## src/tm3_pkg.sv

```systemverilog
// tm3_pkg: shared constants and types for the 16-bit timer/counter block
`default_nettype none
package tm3_pkg;

  // ------------------------------------------------------------------
  // register bus geometry
  // ------------------------------------------------------------------
  localparam int ADDR_W = 3;                  // register address width
  localparam int DATA_W = 8;                  // register data width

  // ------------------------------------------------------------------
  // register offsets
  // ------------------------------------------------------------------
  localparam logic [ADDR_W-1:0] OFF_CTRL      = 3'h0;  // counter_control
  localparam logic [ADDR_W-1:0] OFF_LOW       = 3'h1;  // counter_low_byte
  localparam logic [ADDR_W-1:0] OFF_HIGH      = 3'h2;  // counter_high_byte
  localparam logic [ADDR_W-1:0] OFF_COMPANION = 3'h3;  // companion_timer_control
  localparam logic [ADDR_W-1:0] OFF_FLAGS     = 3'h4;  // peripheral_flags_b
  localparam logic [ADDR_W-1:0] OFF_ENABLES   = 3'h5;  // peripheral_enables_b
  localparam logic [ADDR_W-1:0] OFF_PINDIR    = 3'h6;  // pin_direction_bits, 1 = input
  localparam logic [ADDR_W-1:0] OFF_PINDATA   = 3'h7;  // pin latch write, pin level read

  // ------------------------------------------------------------------
  // counter_control field positions
  // ------------------------------------------------------------------
  localparam int CTL_ON    = 0;               // counter_on
  localparam int CTL_CS    = 1;               // clock_source_select
  localparam int CTL_NOSYN = 2;               // ext_clock_sync_control
  localparam int CTL_TB_LO = 3;               // compare_timebase_select low bit
  localparam int CTL_PS_LO = 4;               // input_prescale_select [5:4]
  localparam int CTL_TB_HI = 6;               // compare_timebase_select high bit
  localparam int CTL_WIDE  = 7;               // wide_access_mode

  localparam int COMP_OSCEN = 3;              // aux_osc_enable in companion control
  localparam int FLAG_OVF   = 1;              // overflow_flag / overflow_irq_enable

  // ------------------------------------------------------------------
  // values after reset and codes
  // ------------------------------------------------------------------
  localparam logic [7:0]  CTRL_RESET   = 8'h00;
  localparam logic [7:0]  COMP_RESET   = 8'h00;
  localparam logic [15:0] COUNT_RESET  = 16'h0000;
  localparam logic [15:0] COUNT_MAX    = 16'hFFFF;
  localparam logic [1:0]  PINDIR_RESET = 2'h3;
  localparam logic [3:0]  MODE_SPECIAL = 4'hB;  // compare, special event trigger

  // pin indices: 0 = shared external clock pin, 1 = oscillator input pin
  localparam int PIN_EXT = 0;
  localparam int PIN_OSC = 1;

  // two-way pin bundle
  typedef struct packed {
    logic osc;                                // oscillator input pin
    logic ext;                                // shared external clock / osc output pin
  } tm3_pins_t;

endpackage
`default_nettype wire

```

## src/tm3_edge_sync.sv

```systemverilog
// tm3_edge_sync: two-flop pin synchroniser with edge detection
`default_nettype none
`timescale 1ns/1ps
module tm3_edge_sync
  import tm3_pkg::*;
#(
  parameter int W = 2                         // number of pins
) (
  input  wire logic         clk,
  input  wire logic         reset,
  input  wire logic [W-1:0] pinRaw,           // asynchronous pin levels
  output logic      [W-1:0] pinLevel,         // synchronised levels
  output logic      [W-1:0] pinRise,          // one-cycle rising edge pulse
  output logic      [W-1:0] pinFall           // one-cycle falling edge pulse
);

  // ------------------------------------------------------------------
  // elaboration checks
  // ------------------------------------------------------------------
  if (W < 1) begin : g_bad_w
    $error("tm3_edge_sync: W must be at least one");
  end

  logic [W-1:0] stage1;                       // metastable stage, read only by stage2
  logic [W-1:0] stage2;                       // first stable stage
  logic [W-1:0] stage3;                       // delayed copy for edges

  // ------------------------------------------------------------------
  // synchroniser chain
  // ------------------------------------------------------------------
  always_ff @(posedge clk) begin
    if (reset) begin
      stage1 <= '0;
      stage2 <= '0;
      stage3 <= '0;
    end else begin
      stage1 <= pinRaw;
      stage2 <= stage1;
      stage3 <= stage2;
    end
  end

  // edges come from the stable stages only
  assign pinLevel = stage2;
  assign pinRise  = stage2 & ~stage3;
  assign pinFall  = ~stage2 & stage3;

endmodule
`default_nettype wire

```

## src/tm3_timer.sv

```systemverilog
// tm3_timer: 16-bit timer/counter with prescaler, trigger clear and overflow irq
//
// The register addresses and the strobed register port were left to the implementer.
`default_nettype none
`timescale 1ns/1ps
module tm3_timer
  import tm3_pkg::*;
(
  input  wire logic              clk,
  input  wire logic              reset,
  // register port
  input  wire logic [ADDR_W-1:0] address,
  input  wire logic [DATA_W-1:0] writeData,
  input  wire logic              writeStrobe,
  input  wire logic              readStrobe,
  output logic      [DATA_W-1:0] readData,
  // capture/compare side
  input  wire logic [3:0]        ccpModeField,
  input  wire logic              specialTrigger,
  output logic      [15:0]       counterValue,
  output logic                   ccpUsesCounter,
  // two-way pins
  input  wire tm3_pins_t         pinIn,
  output tm3_pins_t              pinOut,
  output tm3_pins_t              pinOe,
  // interrupt
  output logic                   irq
);

  // ------------------------------------------------------------------
  // helper functions
  // ------------------------------------------------------------------

  // prescale mask: counter ticks when the low prescale bits are all ones
  function automatic logic [2:0] prescaleMask(input logic [1:0] sel);
    logic [2:0] m;
    m = 3'h0;
    case (sel)
      2'h0: m = 3'h0;
      2'h1: m = 3'h1;
      2'h2: m = 3'h3;
      default: m = 3'h7;
    endcase
    return m;
  endfunction

  // address match for a one-cycle strobe
  function automatic logic hit(input logic strobe, input logic [ADDR_W-1:0] a,
                               input logic [ADDR_W-1:0] off);
    return strobe && (a == off);
  endfunction

  // ------------------------------------------------------------------
  // registers and internal signals
  // ------------------------------------------------------------------
  logic [7:0]  ctrl;                          // counter_control
  logic [7:0]  companion;                     // companion_timer_control
  logic        ovfFlag;                       // overflow_flag
  logic        ovfEnable;                     // overflow_irq_enable
  logic [1:0]  pinDir;                        // pin_direction_bits, 1 = input
  logic [1:0]  pinLatch;                      // pin output latch
  logic [7:0]  highBuf;                       // wide-mode high byte buffer
  logic [2:0]  psCount;                       // prescaler counter
  logic        armed;                         // first falling edge seen
  logic [1:0]  syncLevel;                     // synchronised pin levels
  logic [1:0]  syncRise;                      // synchronised rising edges
  logic [1:0]  syncFall;                      // synchronised falling edges

  logic        counterOn;
  logic        extSelect;
  logic        wideMode;
  logic        oscEnable;
  logic        srcRise;
  logic        srcFall;
  logic        inputEvent;
  logic        tick;
  logic        wrLow;
  logic        wrHigh;
  logic        wrCtrl;
  logic        counterWrite;
  logic        trigClear;
  logic        overflow;
  logic [2:0]  psMask;
  logic [7:0]  readMux;

  assign counterOn = ctrl[CTL_ON];
  assign extSelect = ctrl[CTL_CS];
  assign wideMode  = ctrl[CTL_WIDE];
  assign oscEnable = companion[COMP_OSCEN];

  assign wrLow  = hit(writeStrobe, address, OFF_LOW);
  assign wrHigh = hit(writeStrobe, address, OFF_HIGH);
  assign wrCtrl = hit(writeStrobe, address, OFF_CTRL);

  // ------------------------------------------------------------------
  // pin synchroniser
  // ------------------------------------------------------------------
  // external clock synchronised
  tm3_edge_sync #(
    .W (2)
  ) u_sync (
    .clk      (clk),
    .reset    (reset),
    .pinRaw   ({pinIn.osc, pinIn.ext}),
    .pinLevel (syncLevel),
    .pinRise  (syncRise),
    .pinFall  (syncFall)
  );

  // ------------------------------------------------------------------
  // clock source and prescaler
  // ------------------------------------------------------------------
  // oscillator replaces pin when enabled
  assign srcRise = oscEnable ? syncRise[PIN_OSC] : syncRise[PIN_EXT];
  assign srcFall = oscEnable ? syncFall[PIN_OSC] : syncFall[PIN_EXT];

  // external rising edge after a falling one
  assign inputEvent = extSelect ? (srcRise && armed) : 1'b1;

  assign psMask = prescaleMask(ctrl[CTL_PS_LO +: 2]);
  assign tick   = counterOn && inputEvent && ((psCount & psMask) == psMask);

  // arm on the first falling edge once the external source is chosen
  always_ff @(posedge clk) begin
    if (reset) begin
      armed <= 1'b0;
    end else if (!extSelect) begin
      armed <= 1'b0;
    end else if (srcFall) begin
      armed <= 1'b1;
    end
  end

  // prescaler runs on input events, cleared on counter or control writes
  always_ff @(posedge clk) begin
    if (reset) begin
      psCount <= 3'h0;
    end else if (wrLow || wrHigh || wrCtrl || !counterOn) begin
      psCount <= 3'h0;
    end else if (inputEvent) begin
      psCount <= (psCount & psMask) == psMask ? 3'h0 : 3'(psCount + 3'h1);
    end
  end

  // ------------------------------------------------------------------
  // counter
  // ------------------------------------------------------------------
  // special event trigger clear
  assign trigClear    = specialTrigger && (ccpModeField == MODE_SPECIAL);
  assign counterWrite = wrLow || (wrHigh && !wideMode);
  // trigger clear, low writes and non-wide high writes never count as overflow
  assign overflow     = tick && !counterWrite && !trigClear && (counterValue == COUNT_MAX);

  // counter update, software write first
  always_ff @(posedge clk) begin
    if (reset) begin
      counterValue <= COUNT_RESET;
    end else if (wrLow) begin
      // low write releases buffered high byte
      counterValue <= wideMode ? {highBuf, writeData} : {counterValue[15:8], writeData};
    end else if (wrHigh && !wideMode) begin
      counterValue <= {writeData, counterValue[7:0]};
    end else if (trigClear) begin
      counterValue <= COUNT_RESET;
    end else if (tick) begin
      counterValue <= 16'(counterValue + 16'h0001);
    end
  end

  // wide-mode buffer: loaded by low read or by high write
  always_ff @(posedge clk) begin
    if (reset) begin
      highBuf <= 8'h00;
    end else if (wrHigh && wideMode) begin
      // high write held until low write
      highBuf <= writeData;
    end else if (hit(readStrobe, address, OFF_LOW) && wideMode) begin
      // low read snapshots live high byte
      highBuf <= counterValue[15:8];
    end
  end

  // ------------------------------------------------------------------
  // control registers
  // ------------------------------------------------------------------
  // counter and companion control, plain storage
  always_ff @(posedge clk) begin
    if (reset) begin
      ctrl      <= CTRL_RESET;
      companion <= COMP_RESET;
    end else begin
      if (wrCtrl) begin
        ctrl <= writeData;
      end
      if (hit(writeStrobe, address, OFF_COMPANION)) begin
        companion <= writeData;
      end
    end
  end

  // tells the compare unit this counter is its timebase
  always_ff @(posedge clk) begin
    if (reset) begin
      ccpUsesCounter <= 1'b0;
    end else begin
      ccpUsesCounter <= ctrl[CTL_TB_HI];
    end
  end

  // ------------------------------------------------------------------
  // interrupt flag, enable and output
  // ------------------------------------------------------------------
  // sticky flag, set wins over write-one clear
  always_ff @(posedge clk) begin
    if (reset) begin
      ovfFlag <= 1'b0;
    end else if (overflow) begin
      ovfFlag <= 1'b1;
    end else if (hit(writeStrobe, address, OFF_FLAGS) && writeData[FLAG_OVF]) begin
      ovfFlag <= 1'b0;
    end
  end

  // enable register
  always_ff @(posedge clk) begin
    if (reset) begin
      ovfEnable <= 1'b0;
    end else if (hit(writeStrobe, address, OFF_ENABLES)) begin
      ovfEnable <= writeData[FLAG_OVF];
    end
  end

  always_ff @(posedge clk) begin
    if (reset) begin
      irq <= 1'b0;
    end else begin
      irq <= ovfFlag && ovfEnable;
    end
  end

  // ------------------------------------------------------------------
  // pins
  // ------------------------------------------------------------------
  // direction and latch storage
  always_ff @(posedge clk) begin
    if (reset) begin
      pinDir   <= PINDIR_RESET;
      pinLatch <= 2'h0;
    end else begin
      if (hit(writeStrobe, address, OFF_PINDIR)) begin
        pinDir <= writeData[1:0];
      end
      if (hit(writeStrobe, address, OFF_PINDATA)) begin
        pinLatch <= writeData[1:0];
      end
    end
  end

  always_ff @(posedge clk) begin
    if (reset) begin
      pinOe  <= '0;
      pinOut <= '0;
    end else begin
      pinOe.ext  <= !pinDir[PIN_EXT] && !oscEnable;
      pinOe.osc  <= !pinDir[PIN_OSC] && !oscEnable;
      pinOut.ext <= pinLatch[PIN_EXT];
      pinOut.osc <= pinLatch[PIN_OSC];
    end
  end

  // ------------------------------------------------------------------
  // read path
  // ------------------------------------------------------------------
  // read selection, unmapped bits read zero
  always_comb begin
    readMux = 8'h00;
    case (address)
      OFF_CTRL:      readMux = ctrl;
      OFF_LOW:       readMux = counterValue[7:0];
      // wide mode reads buffered high byte
      OFF_HIGH:      readMux = wideMode ? highBuf : counterValue[15:8];
      OFF_COMPANION: readMux = companion;
      OFF_FLAGS:     readMux = {6'h00, ovfFlag, 1'b0};
      OFF_ENABLES:   readMux = {6'h00, ovfEnable, 1'b0};
      OFF_PINDIR:    readMux = {6'h00, pinDir};
      OFF_PINDATA:   readMux = oscEnable ? 8'h00 : {6'h00, syncLevel};
      default:       readMux = 8'h00;
    endcase
  end

  // read data stands only in the cycle after the strobe
  always_ff @(posedge clk) begin
    if (reset) begin
      readData <= 8'h00;
    end else begin
      readData <= readStrobe ? readMux : 8'h00;
    end
  end

endmodule
`default_nettype wire

```

## config.mk

```make
export PLATFORM = sky130hd
export DESIGN_NAME = tm3_timer
export DESIGN_NICKNAME = d
export VERILOG_FILES = /design/src/tm3_pkg.sv /design/src/tm3_edge_sync.sv /design/src/tm3_timer.sv
export SDC_FILE = /design/constraint.sdc
export NUM_CORES = 1
export LEC_CHECK = 0
export ABC_AREA = 0
export ABC_CLOCK_PERIOD_IN_PS = 5800
export CORE_ASPECT_RATIO = 0.8
export CORE_MARGIN = 1
export CORE_UTILIZATION = 55
export CTS_CLUSTER_DIAMETER = 30
export CTS_CLUSTER_SIZE = 30
export DETAILED_ROUTE_END_ITERATION = 7
export DONT_BUFFER_PORTS = 1
export PLACE_DENSITY = 0.81
export SYNTH_ARGS = -nofsm -noshare
export SYNTH_HDL_FRONTEND = slang
export SYNTH_SLANG_ARGS = --single-unit
```

## constraint.sdc

```tcl
create_clock -name clk -period 5.8 [get_ports clk]
set_clock_uncertainty 0.1 [all_clocks]
set_input_delay 0.87 -clock clk [delete_from_list [all_inputs] [get_ports clk]]
set_output_delay 0.87 -clock clk [all_outputs]
set_load 0.03 [all_outputs]
```

Word-level counts from Yosys, hierarchy flattened
Index checks and enable logic that the tools add are counted.
{"block": "classes", "bitwise_logic": 7, "n_eq_ne": 14, "muxes": 17, "reduce_logical": 45, "add_sub_neg": 2}
{"op": "16-bit two-way mux", "count": 5}
{"op": "8-bit case mux with 8 select lines", "count": 1}
{"op": "8-bit two-way mux", "count": 3}
{"op": "1-bit logical AND", "count": 23}
{"op": "16-bit by 1-bit adder with 16-bit output, second input constant", "count": 1}
{"op": "16-bit == test, second input constant", "count": 1}
{"op": "3-bit == test, second input constant", "count": 4}
{"op": "3-bit case mux with 3 select lines", "count": 1}
{"op": "1-bit zero test", "count": 7}
{"op": "3-bit by 2-bit == test with 1-bit output, second input constant", "count": 2}
{"op": "2-bit OR reduction", "count": 3}
{"op": "1-bit two-way mux", "count": 5}
{"op": "2-bit bitwise AND", "count": 2}
{"op": "4-bit == test, second input constant", "count": 1}
{"op": "1-bit logical OR", "count": 4}
{"op": "2-bit inequality test, second input constant", "count": 2}
{"op": "2-bit NOT", "count": 2}
{"op": "2-bit AND reduction", "count": 2}
{"op": "2-bit nonzero test", "count": 2}
{"op": "4-bit nonzero test", "count": 1}
{"op": "3-bit by 1-bit adder with 3-bit output, second input constant", "count": 1}
{"op": "3-bit bitwise AND", "count": 1}
{"op": "3-bit by 1-bit == test with 1-bit output, second input constant", "count": 1}
{"op": "3-bit == test", "count": 1}
{"op": "8 further kinds", "count": 9}
{"block": "totals", "word_cells": 106, "in_bits": 22, "regBits": 70}

Logic depth before layout (Yosys ltp)
{"block": "logic_depth", "ltp_word": 11, "depth_mapped": 8, "depth_no_buf": 6}

Hierarchy
From an unflattened synthesis, not the netlist that was laid out.
{"block": "hier_totals", "hier_cells": 400, "area_unflattened_um2": 3438.3}
{"module": "tm3_timer", "seq_area_each_um2": 1281.2, "instances": 1, "cells_each": 384, "area_each_um2": 3255.6}
{"module": "tm3_edge_sync", "seq_area_each_um2": 120.1, "instances": 1, "cells_each": 16, "area_each_um2": 182.7}

Least setup slack after synthesis
Ideal clock, no wire load.
{"block": "synth_path", "kind": "input -> register", "startpoint": "in writeStrobe", "endpoint": "reg ovfFlag", "path_slack_ns": 3.185, "setup_ns": 0.070, "required_time_ns": 5.630, "t_arrival_ns": 2.444, "n_path_buf": 2, "cell_stages": 7, "path_cell_list": "clkbuf_1 > and4bb_2 > buf_2 > a41oi_2 > nand3_1 > or4_1 > a21oi_1"}
{"block": "synth_between", "elab_chain_len": 8, "word_cells_on_any_way": 12, "classes_between": "mux: 1; reduce/logical: 11"}
{"element": "start: declaration", "line_no": "tm3_timer.sv:14", "rtl": "input wire logic writeStrobe,"}
{"element": "1-bit logical AND", "line_no": "tm3_timer.sv:50", "rtl": "return strobe && (a == off);"}
{"element": "1-bit logical AND", "line_no": "tm3_timer.sv:150", "rtl": "assign counterWrite = wrLow || (wrHigh && !wideMode);"}
{"element": "1-bit logical OR", "line_no": "tm3_timer.sv:150"}
{"element": "1-bit zero test", "line_no": "tm3_timer.sv:152", "rtl": "assign overflow = tick && !counterWrite && !trigClear && (counterValue == COUNT_MAX);"}
{"element": "1-bit logical AND (3 in series)", "line_no": "tm3_timer.sv:152"}
{"element": "1-bit two-way mux / 2-bit nonzero test (equally long branches)"}
{"element": "end signal: assignment", "line_no": "tm3_timer.sv:216", "rtl": "ovfFlag <= 1'b0;"}
{"element": "end signal: assignment", "line_no": "tm3_timer.sv:218", "rtl": "ovfFlag <= 1'b1;"}
{"element": "end signal: assignment", "line_no": "tm3_timer.sv:220", "rtl": "ovfFlag <= 1'b0;"}
{"element": "end: declaration", "line_no": "tm3_timer.sv:58", "rtl": "logic ovfFlag;"}
Several ways; a longest one is shown, not always the timed one.
A chain may end at the register's enable or synchronous reset.

Worst setup path in the final report
{"block": "layout_path", "startpoint": "reg ctrl[7]", "endpoint": "reg counterValue[15]"}
{"block": "layout_between", "elab_chain_len": 4, "word_cells_on_any_way": 7, "classes_between": "eq/ne: 1; mux: 2; reduce/logical: 4"}
{"element": "start: declaration", "line_no": "tm3_timer.sv:56", "rtl": "logic [7:0] ctrl;"}
{"element": "start signal: assignment", "line_no": "tm3_timer.sv:193", "rtl": "ctrl <= writeData;"}
{"element": "1-bit zero test", "line_no": "tm3_timer.sv:161", "rtl": "end else if (wrHigh && !wideMode) begin"}
{"element": "1-bit logical AND", "line_no": "tm3_timer.sv:161"}
{"element": "4-bit nonzero test (no source line) / 16-bit two-way mux (equally long branches)"}
{"element": "2-bit AND reduction (no source line) / 16-bit two-way mux (equally long branches)"}
{"element": "end signal: assignment", "line_no": "tm3_timer.sv:160", "rtl": "counterValue <= wideMode ? {highBuf, writeData} : {counterValue[15:8], writeData};"}
{"element": "end signal: assignment", "line_no": "tm3_timer.sv:162", "rtl": "counterValue <= {writeData, counterValue[7:0]};"}
{"element": "end signal: assignment", "line_no": "tm3_timer.sv:166", "rtl": "counterValue <= 16'(counterValue + 16'h0001);"}
{"element": "end: declaration", "line_no": "tm3_timer.sv:20", "rtl": "output logic [15:0] counterValue,"}
Several ways; a longest one is shown, not always the timed one. The select of a mux whose other input is x is not followed.

==> summary.txt <==
CTS
  • CTS Hold Buffers Added: 0
  • Setup bufs post-CTS: 0
  • Worst-Skew Late Latency: 360 ps
  • Num CTS Buffers: 9
  • Clock root buffer: clkbuf_8
  • Htree depth: 3
  • Resize count post-CTS: 0
  • Max clock buf depth: 2
  • Sink Count: 70
  • Clock Pin Slew Worst Setup and Hold Paths: 80 ps
  • CTS tree: done

Power and ir drop
  • PwrDens: 265 nW/um^2
  • Maximum VDD drop: 0.000175 V
  • Total Power: 1.01 mW
  • Static Leak: 1.28 nW

Run
  • Max cap viols: 0

Critical path
  • CP Launch Type: register
  • Worst r2r src: ctrl[7]$_SDFFE_PP0P_
  • WP data required: 5950 ps
  • Crit path capture type: register
  • Critical-path cell list: inv_1 -> and2_1 -> nor2_1 -> o31ai_1 -> a221oi_1
  • Critical path arrival: 2780 ps
  • Crit Path Max Fanout: 16
  • CP Class: register to register
  • Origin of the worst setup path: ctrl[7]$_SDFFE_PP0P_
  • Critical-path top delay cell: dfxtp_1
  • CP max stage delay: 650 ps

Placed design
  • Post-place setup slack: 3060 ps
  • DP Area: 3580 um^2
  • Port Buffers: 0
  • Placed cells: 476
  • Routability congestion estimate: 0.971
  • Post-DP HPWL: 6.95 mm

Hold path
  • Hold_sp: pinDir[1]$_SDFFE_PP1P_
  • Tightest Hold Check Type: register to register

Synth
  • Top post-synthesis cells by area: dfxtp_1 (39%), nand2_1 (7.4%), a21oi_1 (4.7%), mux4_2 (3.7%), nor2b_1 (3.5%)
  • Synth cell count leaders: nand2_1 (71), dfxtp_1 (70), a21oi_1 (34), clkbuf_1 (21), nor2b_1 (20)
  • Ys async rst share: 0%
  • Cells after synthesis: 421
  • Leading area contributor after synthesis: dfxtp_1
  • Ys flop type: dfxtp_1
  • Synth unique cells: 66
  • Most common cell in the netlist: nand2_1
  • Syn_nets: 445
  • Avg Cell Area, Syn: 8.57 um^2
  • Synthesized flop and latch total: 70
  • EDFF count, synth: 0
  • Post-synthesis sequential area ratio: 38.8%
  • Top cell type's share of synthesized area: 38.8%
  • Synthesized cell area: 3610 um^2
  • Yosys warns: 0

STA
  • Final TNS setup: 0 ps
  • Fin crit period: 2640 ps
  • Max Freq: 379 MHz
  • Final number of setup-violating endpoints: 0
  • Final Hold Vio Count: 0
  • Final Max Slew Viols: 0
  • RSZ-0062 raised after global routing: false
  • Slew headroom: 50.0%
  • Final period util: 45.5%
  • Fin worst setup slack: 3160 ps
  • Worst Tran Pin Value: 745 ps
  • Hold WS: 327 ps

Final layout
  • Post-Layout Inst Area: 3800 um^2
  • Diodes inserted: 0
  • Share of layout cells above drive strength 1: 9.31%
  • Fillers: 580
  • Synthesis-to-layout area growth: 5.41%
  • Final Non-Filler Cells: 492
  • Final nets: 427
  • Final core utilization: 59.7%

Run status
  • Violated checks: design-rule violations
  • Status: finished with violations

Route
  • Drt drc: 1
  • 1st-iter DRT viols: 342
  • Via density: 6.67
  • Post-DRT Antenna Nets: 0
  • Avg WL per Cell: 19.9 um
  • Final wirelength: 9.81 mm
  • Vias: 3281
  • TritonRoute pass-1 iters: 7

GRT
  • Pin count of the biggest net entering global routing: 53
  • Global Route Usage Sum: 29.5%
  • Antenna violations before repair: 0
  • Global-route wire length before repair: 15.2 mm
  • Vias in the first global route: 2875
  • Grt total ovfl: 0

Floorplan
  • Die Height: 74.5 um
  • Core ar.: 6380 um^2
  • Die area: 6890 um^2
  • Initial Utilization: 56.6%
  • Die X: 92.6 um
  • IO Pins: 52
  • Row cnt: 26
report_power, final:
part           total (mW)  switching [mW]  internal, mW
Sequential          0.508          0.0185         0.489
Combinational      0.0529          0.0292        0.0238
Clock               0.447           0.192         0.255
Total                1.01           0.240         0.767
layer usage:
metal	track usage [%]	up-vias	part of all wire [%]
met3	10.2	28	14
met4	11.5	0	2.3
met5	0	-	0
met1	40.6	1512	42
met2	42.6	216	42
li1	-	1525	-
sequential cells by signal, indices dropped and copies added (netlist names):
| name | flops |
|---|---|
| counterValue | 16 |
| companion | 8 |
| ctrl | 8 |
| highBuf | 8 |
| readData | 8 |
| psCount | 3 |
| pinDir | 2 |
| pinLatch | 2 |
| pinOe | 2 |
| pinOut | 2 |
| u_sync.pinLevel | 2 |
| u_sync.stage1 | 2 |
| u_sync.stage3 | 2 |
| armed | 1 |
| ccpUsesCounter | 1 |
| irq | 1 |
| ovfEnable | 1 |
| ovfFlag | 1 |
cells in the final DEF (no fill, tap or decap), types with 3 or more instances in the layout:
cell	netlist	layout
o21ai_0	15	15
nand2b_1	4	4
a211oi_1	3	3
mux2i_1	5	5
o211ai_1	3	3
nand4b_1	3	3
nor4_1	3	3
nand4_1	6	6
nor2_1	18	18
nor2b_1	20	20
mux4_2	6	6
a32o_1	4	4
a31oi_1	5	5
o31ai_1	6	6
o21a_1	3	3
mux2_2	6	6
clkbuf_8	0	10
dfxtp_1	70	70
and3_1	7	7
nand2_1	71	71
a21oi_1	34	34
and2_1	5	5
inv_1	9	9
a22oi_1	11	11
a311oi_1	11	11
nand3_1	14	14
nor3_1	6	6
worst max-delay path, delay by kind of cell, from the launching register on:
kind / cells / cell delay (ps)
and+or+nand+nor: 2 / 940
AOI/OAI and AO/OA: 2 / 530
DFF: 1 / 650
buffers and inverters: 1 / 300
final timing paths:
kind              slack [ps]  cells past startpoint                            end
hold / removal           330                      1            pinOe[1]$_SDFF_PP0_
setup reg to reg        3160                      5  counterValue[15]$_SDFFE_PP0P_
hold reg to reg          330                      1            pinOe[1]$_SDFF_PP0_
setup / recovery        3160                      5  counterValue[15]$_SDFFE_PP0P_
area by class of cell:
cell class              instances  area, um^2  share of cell area (%)
clock inverters                 5        82.6                    2.17
well taps                      84         105                    2.76
clock buffers                  11         141                    3.72
inverters                       9        33.8                   0.888
multi-input cells             313        2040                    53.6
flip-flops and latches         70        1400                    36.8
cells by family (layout without fill, tap and decap cells):
family	after synthesis	count (layout)	synth area share, %
xor gates and xnor gates	3	3	0.728
buffers and inverters	38	25	4.64
DFF	70	70	38.8
AOI/OAI and AO/OA	118	118	23.1
and+or+nand+nor	173	173	25.0
adders and majority gates	2	2	0.693
muxes	17	17	7.00
Note: power is estimated with default switching activity, not from simulation.
